--- src/hw/sdli_regs.svh ---
// Constants for the serial converter load interface
`ifndef SDLI_REGS_SVH
`define SDLI_REGS_SVH
`define SDLI_WORD_BITS     12
`define SDLI_FULL_SCALE    12'hFFF
`define SDLI_CLK_PERIOD_NS 50
`define SDLI_FMAX_KHZ      1400
`define SDLI_MIN_HALF_NS   350
`define SDLI_HALF_CYC      ((1000000 + 2 * `SDLI_FMAX_KHZ * `SDLI_CLK_PERIOD_NS - 1) / (2 * `SDLI_FMAX_KHZ * `SDLI_CLK_PERIOD_NS))
`define SDLI_LOAD_MIN_NS   150
`define SDLI_LOAD_CYC      ((`SDLI_LOAD_MIN_NS + `SDLI_CLK_PERIOD_NS - 1) / `SDLI_CLK_PERIOD_NS)
`endif

--- src/hw/sdli_pkg.sv ---
// Types used by the host end of the load interface
package sdli_pkg;
	typedef enum logic [1:0] {
		SDLI_IDLE  = 2'h0,
		SDLI_SHIFT = 2'h1,
		SDLI_LOAD  = 2'h3
	} sdli_host_st_t;
endpackage : sdli_pkg

--- src/hw/sdli_if.sv ---
// Link wires between host controller and converter load logic
`timescale 1ns/100ps
interface sdli_if;
	logic sclk;
	logic sdata;
	logic load_n;
	logic sdout;
	modport host (output sclk, output sdata, output load_n, input sdout);
	modport dev  (input sclk, input sdata, input load_n, output sdout);
endinterface : sdli_if

--- src/hw/sdli_host.sv ---
// Host end: serialises a chain of words and pulses the shared load strobe
`timescale 1ns/100ps
`include "sdli_regs.svh"
module sdli_host #(
	parameter int WORD_BITS = `SDLI_WORD_BITS,
	parameter int CHAIN     = 1,
	parameter int HALF_CYC  = `SDLI_HALF_CYC,
	parameter int LOAD_CYC  = `SDLI_LOAD_CYC
) (
	// Clock and reset
	input  wire logic                       mclk_i,
	input  wire logic                       rst_b_i,
	// Link
	sdli_if.host                            link,
	// User request
	input  wire logic                       start_i,
	input  wire logic [CHAIN*WORD_BITS-1:0] data_i,
	output logic                            busy_o,
	output logic                            done_o
);
	localparam int NB = CHAIN * WORD_BITS;
	////////////////////////////////////////////////////////////////////////
	sdli_pkg::sdli_host_st_t st_r, st_nxt;
	logic [NB-1:0]  sh_r, sh_nxt;
	logic [15:0]    bits_r, bits_nxt;
	logic [15:0]    tmr_r, tmr_nxt;
	logic           sclk_r, sclk_nxt;
	logic           ld_r, ld_nxt;
	logic           busy_r, busy_nxt;
	logic           done_r, done_nxt;

	// Data changes on falling edge; HALF_CYC is rounded up from the maximum
	// clocking rate, so the full period never beats the limit
	always_comb
	begin
		st_nxt   = st_r;
		sh_nxt   = sh_r;
		bits_nxt = bits_r;
		tmr_nxt  = tmr_r;
		sclk_nxt = sclk_r;
		ld_nxt   = ld_r;
		busy_nxt = busy_r;
		done_nxt = 1'b0;
		case (st_r)
			sdli_pkg::SDLI_IDLE:
				if (start_i)
				begin
					sh_nxt = data_i;              // whole chain sent
					bits_nxt = NB[15:0];
					tmr_nxt = HALF_CYC[15:0];
					busy_nxt = 1'b1;
					st_nxt = sdli_pkg::SDLI_SHIFT;
				end
			sdli_pkg::SDLI_SHIFT:
				if (tmr_r > 16'h1)
					tmr_nxt = tmr_r - 16'h1;
				else
				begin
					tmr_nxt = HALF_CYC[15:0];
					if (!sclk_r)
						sclk_nxt = 1'b1;
					else
					begin
						sclk_nxt = 1'b0;
						sh_nxt = {sh_r[NB-2:0], 1'b0};
						bits_nxt = bits_r - 16'h1;
						if (bits_r == 16'h1)
						begin
							ld_nxt = 1'b0;               // one shared strobe
							tmr_nxt = LOAD_CYC[15:0];
							st_nxt = sdli_pkg::SDLI_LOAD;
						end
					end
				end
			sdli_pkg::SDLI_LOAD:
				if (tmr_r > 16'h1)
					tmr_nxt = tmr_r - 16'h1;
				else
				begin
					ld_nxt = 1'b1;
					busy_nxt = 1'b0;
					done_nxt = 1'b1;
					st_nxt = sdli_pkg::SDLI_IDLE;
				end
			default:
				st_nxt = sdli_pkg::SDLI_IDLE;
		endcase
	end

	always_ff @(posedge mclk_i or negedge rst_b_i)
	begin
		if (!rst_b_i)
		begin
			st_r   <= sdli_pkg::SDLI_IDLE;
			sh_r   <= '0;
			bits_r <= 16'h0;
			tmr_r  <= 16'h0;
			sclk_r <= 1'b0;
			ld_r   <= 1'b1;
			busy_r <= 1'b0;
			done_r <= 1'b0;
		end
		else
		begin
			st_r   <= st_nxt;
			sh_r   <= sh_nxt;
			bits_r <= bits_nxt;
			tmr_r  <= tmr_nxt;
			sclk_r <= sclk_nxt;
			ld_r   <= ld_nxt;
			busy_r <= busy_nxt;
			done_r <= done_nxt;
		end
	end

	// MSB of the chain word presented first; shared clock and load lines
	assign link.sdata  = sh_r[NB-1];
	assign link.sclk   = sclk_r;
	assign link.load_n = ld_r;
	assign busy_o      = busy_r;
	assign done_o      = done_r;
endmodule : sdli_host

--- src/flat_wrapper.sv ---
// flat-port wrapper written by rule: the top's interface ports become plain ports
module sdli_host_flat 
#(
	parameter int WORD_BITS = `SDLI_WORD_BITS,
	parameter int CHAIN     = 1,
	parameter int HALF_CYC  = `SDLI_HALF_CYC,
	parameter int LOAD_CYC  = `SDLI_LOAD_CYC
)
  (mclk_i, rst_b_i, start_i, data_i, busy_o, done_o, link_sclk, link_sdata, link_load_n, link_sdout);
  sdli_if link_i ();
  input  wire logic mclk_i;
  input  wire logic rst_b_i;
  input  wire logic start_i;
  input  wire logic [CHAIN*WORD_BITS-1:0] data_i;
  output logic busy_o;
  output logic done_o;
  output wire logic [$bits(link_i.sclk)-1:0] link_sclk;
  output wire logic [$bits(link_i.sdata)-1:0] link_sdata;
  output wire logic [$bits(link_i.load_n)-1:0] link_load_n;
  input wire logic [$bits(link_i.sdout)-1:0] link_sdout;
  assign link_sclk = link_i.sclk;
  assign link_sdata = link_i.sdata;
  assign link_load_n = link_i.load_n;
  assign link_i.sdout = link_sdout;
  sdli_host #(.WORD_BITS(WORD_BITS), .CHAIN(CHAIN), .HALF_CYC(HALF_CYC), .LOAD_CYC(LOAD_CYC)) u_core (.mclk_i(mclk_i), .rst_b_i(rst_b_i), .link(link_i), .start_i(start_i), .data_i(data_i), .busy_o(busy_o), .done_o(done_o));
endmodule
--- config.mk ---
export PLATFORM = sky130hd
export DESIGN_NAME = sdli_host_flat
export DESIGN_NICKNAME = d
export VERILOG_FILES = /design/src/hw/sdli_pkg.sv /design/src/hw/sdli_if.sv /design/src/hw/sdli_host.sv /design/src/flat_wrapper.sv
export VERILOG_INCLUDE_DIRS = /design/src /design/src/hw
export SDC_FILE = /design/constraint.sdc
export NUM_CORES = 1
export LEC_CHECK = 0
export ABC_AREA = 1
export ABC_CLOCK_PERIOD_IN_PS = 2400
export BUFFER_PORTS_ARGS = -buffer_cell sky130_fd_sc_hd__buf_2
export CORE_ASPECT_RATIO = 0.75
export CORE_UTILIZATION = 40
export CTS_CLUSTER_DIAMETER = 50
export CTS_CLUSTER_SIZE = 14
export DETAILED_ROUTE_END_ITERATION = 16
export PLACE_DENSITY = 0.63
export RECOVER_POWER = 50
export SYNTH_ARGS = -nofsm -noshare
export SYNTH_HDL_FRONTEND = slang
export SYNTH_SLANG_ARGS = --single-unit
--- constraint.sdc ---
create_clock -name mclk_i -period 2.4 [get_ports mclk_i]
set_input_delay 0.24 -clock mclk_i [delete_from_list [all_inputs] [get_ports mclk_i]]
set_output_delay 0.24 -clock mclk_i [all_outputs]
set_load 0.01 [all_outputs]
# Yosys cells after proc, flatten, opt, wreduce, memory -nomap -nowiden
# Index checks and enable logic that the tools add are counted.
classes:
  n_addsub: 2
  mul: 0
  div: 0
  order_cmp: 1
  n_eq_ne: 9
  n_shift: 0
  mux: 31
  bitwise_logic: 1
  n_reduce_logical: 11
op_table:
  columns: ["operator", "count"]
  rows:
  - ["16-bit two-way mux", 7]
  - ["16-bit case mux with 3 select lines", 1]
  - ["12-bit two-way mux", 3]
  - ["16-bit case mux with 2 select lines", 1]
  - ["16-bit by 1-bit subtractor with 16-bit output (second input constant)", 2]
  - ["12-bit case mux with 2 select lines", 1]
  - ["16-bit by 1-bit == test with 1-bit output (second input constant)", 1]
  - ["16-bit by 1-bit greater-than comparator with 1-bit output (second input constant)", 1]
  - ["2-bit two-way mux", 5]
  - ["5-bit AND reduction", 2]
  - ["1-bit two-way mux", 9]
  - ["2-bit by 1-bit inequality test with 1-bit output (second input constant)", 3]
  - ["2-bit inequality test (second input constant)", 3]
  - ["2-bit case mux with 3 select lines", 1]
  - ["3-bit AND reduction", 2]
  - ["2-bit nonzero test", 3]
  - ["4-bit two-way mux", 1]
  - ["1-bit case mux with 2 select lines", 2]
  - ["4-bit AND reduction", 1]
  - ["3-bit nonzero test", 1]
  - ["2-bit by 1-bit == test with 1-bit output (second input constant)", 1]
  - ["2-bit == test (second input constant)", 1]
  - ["2-bit zero test", 1]
  - ["2-bit AND reduction", 1]
  - ["1-bit NOT", 1]
totals:
  reg_bits: 50
  latch_bits: 0
  mem_bits_rw: 0
  romBits: 0
  in_bits: 16
  output_inout_bits: 5
  wordCells: 63
  memories: 0

# Longest topological paths before layout
logic_depth:
  ltp_word: 5
  mapped_depth: 13
  ltp_nobuf: 13

# Worst setup path before layout
# OpenSTA, ideal clock, no wires.
synth_timing:
  kind: "register -> register"
  startpoint: "register u_core.tmr_r[0]"
  endpoint: "register u_core.bits_r[5]"
  setup_time_ns: 0.126
  arrival_time_ns: 1.562
  required_time_ns: 2.274
  setup_slack_ns: 0.712
  stages_incl_launch_ff: 11
  path_buffers: 1
  period_less_slack_ns: 1.688
  cell_sequence: "dfrtp_1 -> inv_1 -> ha_1 -> inv_1 -> nand2_1 -> nand2_1 -> nor2_2 -> nand3_2 -> a21oi_4 -> buf_4 -> o21ai_0"
synth_between:
  elab_chain_len: 3
synth_lines:
  columns: ["item", "line", "source"]
  rows:
  - ["from (decl)", "sdli_host.sv:26", "logic [15:0] tmr_r, tmr_nxt;"]
  - ["from (signal assigned)", "sdli_host.sv:108", "tmr_r <= tmr_nxt;"]
  - ["16-bit by 1-bit greater-than comparator with 1-bit output", "sdli_host.sv:55", "if (tmr_r > 16'h1)"]
  - ["2-bit inequality test (no line)", null, null]
  - ["4-bit AND reduction (no line)", null, null]
  - ["to (signal assigned)", "sdli_host.sv:107", "bits_r <= bits_nxt;"]
  - ["to (decl)", "sdli_host.sv:25", "logic [15:0] bits_r, bits_nxt;"]
# Every way passes these cells.
# A chain may end at the register's enable or synchronous reset.

# Worst setup path in the final report
layout_timing:
  startpoint: "register u_core.tmr_r[0]"
  endpoint: "register u_core.tmr_r[9]"
layout_between:
  elab_chain_len: 3
  word_cells_on_any_way: 7
  cone_classes: "1 x add/sub; 1 x order compare; 1 x eq/ne; 3 x mux; 1 x reduce/logical"
layout_lines:
  columns: ["item", "line", "source"]
  rows:
  - ["16-bit by 1-bit subtractor with 16-bit output / 16-bit by 1-bit greater-than comparator with 1-bit output (equally long branches)", null, null]
  - ["16-bit two-way mux, or another cell as far along", "sdli_host.sv:76", "if (tmr_r > 16'h1)"]
  - ["16-bit case mux with 3 select lines / 3-bit AND reduction (equally long branches)", null, null]
# Parallel ways exist; a longest one is shown, timed or not. The select of a mux whose other input is x is not followed.

==> impl_metrics.csv <==
group,metric,value,unit
setup_path,ff2ff_setup_slack,0.36,ns
timing,layout_min_cycle_time,2.04,ns
floorplan,die_area,0.00794,sq mm
run_status,run_status,"finished clean",
setup_path,crit_path_end_kind,"register",
place,gp_congestion,0.826,
setup_path,r2r-end,"u_core.tmr_r[9]",
grt,grtUsageTotal,18.0,%
pwr,leakage,1.70,nW
detailed_routing,route.detailed.drc,0,
setup_path,required,2.61,ns
clock_tree,clkLatencyLatePin,0.31,ns
place,dp_cells,563,
timing,rsz0062_at_grt,"false",
clock_tree,postCtsSetupBuffers,0,
grt,grt_pass1_vias,2468,
detailed_routing,viasPerCell,4.69,
logic_synthesis,synth_top_area_cell,"dfrtp_1",
logic_synthesis,synth_cells,447,
timing,finalCritPeriodShare,85.1,%
floorplan,placeableCoreArea,0.00733,sq mm
worst_hold_path,hold_path.class,"primary input to register",
place,dp_hpwl,4.82,mm
detailed_routing,wl,6.38,mm
grt,grt_pass1_wl,11.3,mm
setup_path,crit_start,"u_core.tmr_r[0]",
logic_synthesis,seq_area_frac_synth,41.3,%
final_layout,mostFrequentLayoutCell,"nand2_1",
detailed_routing,ant_nets,0,
setup_path,worstSetupEndpoint,"u_core.tmr_r[9]",
clock_tree,cts_tree,"yes",
timing,maxSlewHeadroom,37.6,%
final_layout,n_antenna_cell,0,
grt,antenna_found_initial,0,
logic_synthesis,synth_area,0.00303,sq mm
logic_synthesis,ys_ff_latch,50,
clock_tree,clock-sinks,50,
detailed_routing,vias,2683,
timing,drv_slew,0,
timing,max_freq,489,MHz
clock_tree,cts_buffers,5,
setup_path,crit_top_cell,"nand2_1",
final_layout,final_cells,572,
grt,overflow,0,
floorplan,fp.dieW,103,um
logic_synthesis,avgSynthCellArea,6.79,sq um
setup_path,slowest_delay,0.42,ns
logic_synthesis,yosysTopAreaCellShare,40.4,%
job,maxCapViolCount,0,
final_layout,drive_above_1_share,9.55,%
setup_path,start_kind,"register",
logic_synthesis,ys_warn_count,0,
timing,tns,0,ns
final_layout,final_cell_mix,"138 x nand2_1, 67 x inv_1, 63 x nor2_1, 49 x dfrtp_1, 40 x nand3_1",
setup_path,path_class,"register to register",
detailed_routing,drt_iter0_markers,151,
setup_path,r2r-start,"u_core.tmr_r[0]",
timing,fin_skew,0.00669,ns
floorplan,top_level_ports,21,
setup_path,worst-path-max-fanout,8,
detailed_routing,first_pass_iters,4,
clock_tree,htree_levels,2,
floorplan,start_util,41.4,%
clock_tree,root_buffer,"clkbuf_8",
clock_tree,ctsLongestPathBuffers,2,
floorplan,rows,27,
timing,worst_slew_pin_slew,0.936,ns
detailed_routing,post_drt_wl_per_cell,11.2,um
timing,finalHoldViolCount,0,
pwr,vdd.ir_drop.worst,0.345,mV
timing,setup_viol,0,
final_layout,area_growth,10.5,%
floorplan,fp.dieH,77.4,um
setup_path,critPathSlowestCell,"dfrtp_1",
logic_synthesis,netlist_top_cells_area,"dfrtp_1 40%, nand2_1 17%, inv_1 8.3%, nor2_1 7.8%, nand3_1 6.6%",
clock_tree,clkTransAtPathRegs,0.10,ns
pwr,p_total,1.48,mW
final_layout,num-nets-final,490,
setup_path,critPathArrivalTime,2.25,ns
logic_synthesis,synth_nets,467,
grt,grt_max_degree,38,
place,port_buffers,19,
setup_path,reg2reg_depth,12,
setup_path,path_cells,"inv_1 -> ha_1 -> inv_1 -> nand2_1 -> nand2_1 -> nor2_2 -> nand3_1 -> buf_4 -> nand3_1 -> nand2_1 -> nand2_1 -> nor2_1",
pwr,power_density,440,mW/mm^2
logic_synthesis,synth.distinct_cells,26,
[registers in the layout, summed over array words and instances, names as in the netlist]
register and count:
u_core.bits_r 16, u_core.busy_o 1, u_core.done_o 1, u_core.link.load_n 1
u_core.link.sclk 1, u_core.sh_r 12, u_core.st_r 2, u_core.tmr_r 16
[logic make-up after synthesis]
kind of cell | count (synthesis) | synth area share [%]
AO/OA/AOI/OAI | 45 | 8.12
flip-flops | 50 | 41.3
XOR/XNOR | 7 | 2.02
AND/OR/NAND/NOR | 263 | 36.5
buffers and inverters | 78 | 10.5
adder cells (fa/ha/maj) | 4 | 1.65
[area by class of cell]
cell class	count	area, sq um
fill	775	3980
multi-input combinational	319	1460
sequential	50	1250
inverter	68	255
timing repair buffer	26	140
tap	101	126
clock buffer	5	68.8
clock inverter	3	45.0
[how the worst min path moves through the flow]
stage | cells after the start | to | slack, ns | from
2_1_floorplan | 0 | u_core.bits_r[0] | -0.06 | rst_b_i
3_3_place_gp | 1 | u_core.bits_r[8] | 0.13 | rst_b_i
3_5_place_dp | 1 | u_core.bits_r[8] | 0.12 | rst_b_i
4_1_cts | 3 | u_core.sh_r[0] | 0.16 | data_i[0]
5_1_grt | 3 | u_core.sh_r[0] | 0.19 | data_i[0]
6_report | 3 | u_core.sh_r[0] | 0.15 | data_i[0]
[synthesized netlist by cell type, drive strengths merged]
| cell | instances |
|---|---|
| nand4 | 5 |
| ha | 4 |
| inv | 68 |
| o31ai | 1 |
| nand2 | 144 |
| o22a | 1 |
| dfrtp | 49 |
| buf | 9 |
| o21ai | 41 |
| o311ai | 1 |
| dfstp | 1 |
| nand3 | 41 |
| nor2 | 69 |
| nor3 | 4 |
| xor2 | 7 |
| a21oi | 1 |
| clkbuf | 1 |
[power by group]
group | leakage (nW) | internal (mW) | switching (mW)
logic | 1.12 | 0.00978 | 0.0204
registers | 0.529 | 0.842 | 0
clock network | 0.0504 | 0.310 | 0.294
[critical path, delay by kind of cell (launching register included)]
family,cells,cell delay (ns)
and+or+nand+nor,8,0.83
buffers and inverters,3,0.46
DFF,1,0.42
adders and majority gates,1,0.24
[layer usage]
metal | vias to the layer above | track usage, % | share of wire [%]
li1 | 1429 | - | -
met1 | 1201 | 27.6 | 55
met2 | 53 | 25.4 | 41
met3 | 0 | 3.42 | 4.2
met4 | 0 | 4.71 | 0
met5 | - | 0 | 0
[through the flow]
stage	cell area [sq um]	util, %	worst slack, ns	hold WS (ns)
global placement	3240	44.2	0.402	0.126
CTS	3360	45.9	0.372	0.158
detailed placement	3240	44.2	0.390	0.123
global route	3350	45.7	0.120	0.191
finish	3350	45.7	0.357	0.153
floorplan	3030	-	0.712	-0.0556
[repair_timing]
item,CTS,global route
hold buffers,1,0
hold endpoints to repair,9,0
gates resized for setup,0,0
No activity file was read; power rests on OpenSTA's default activity.
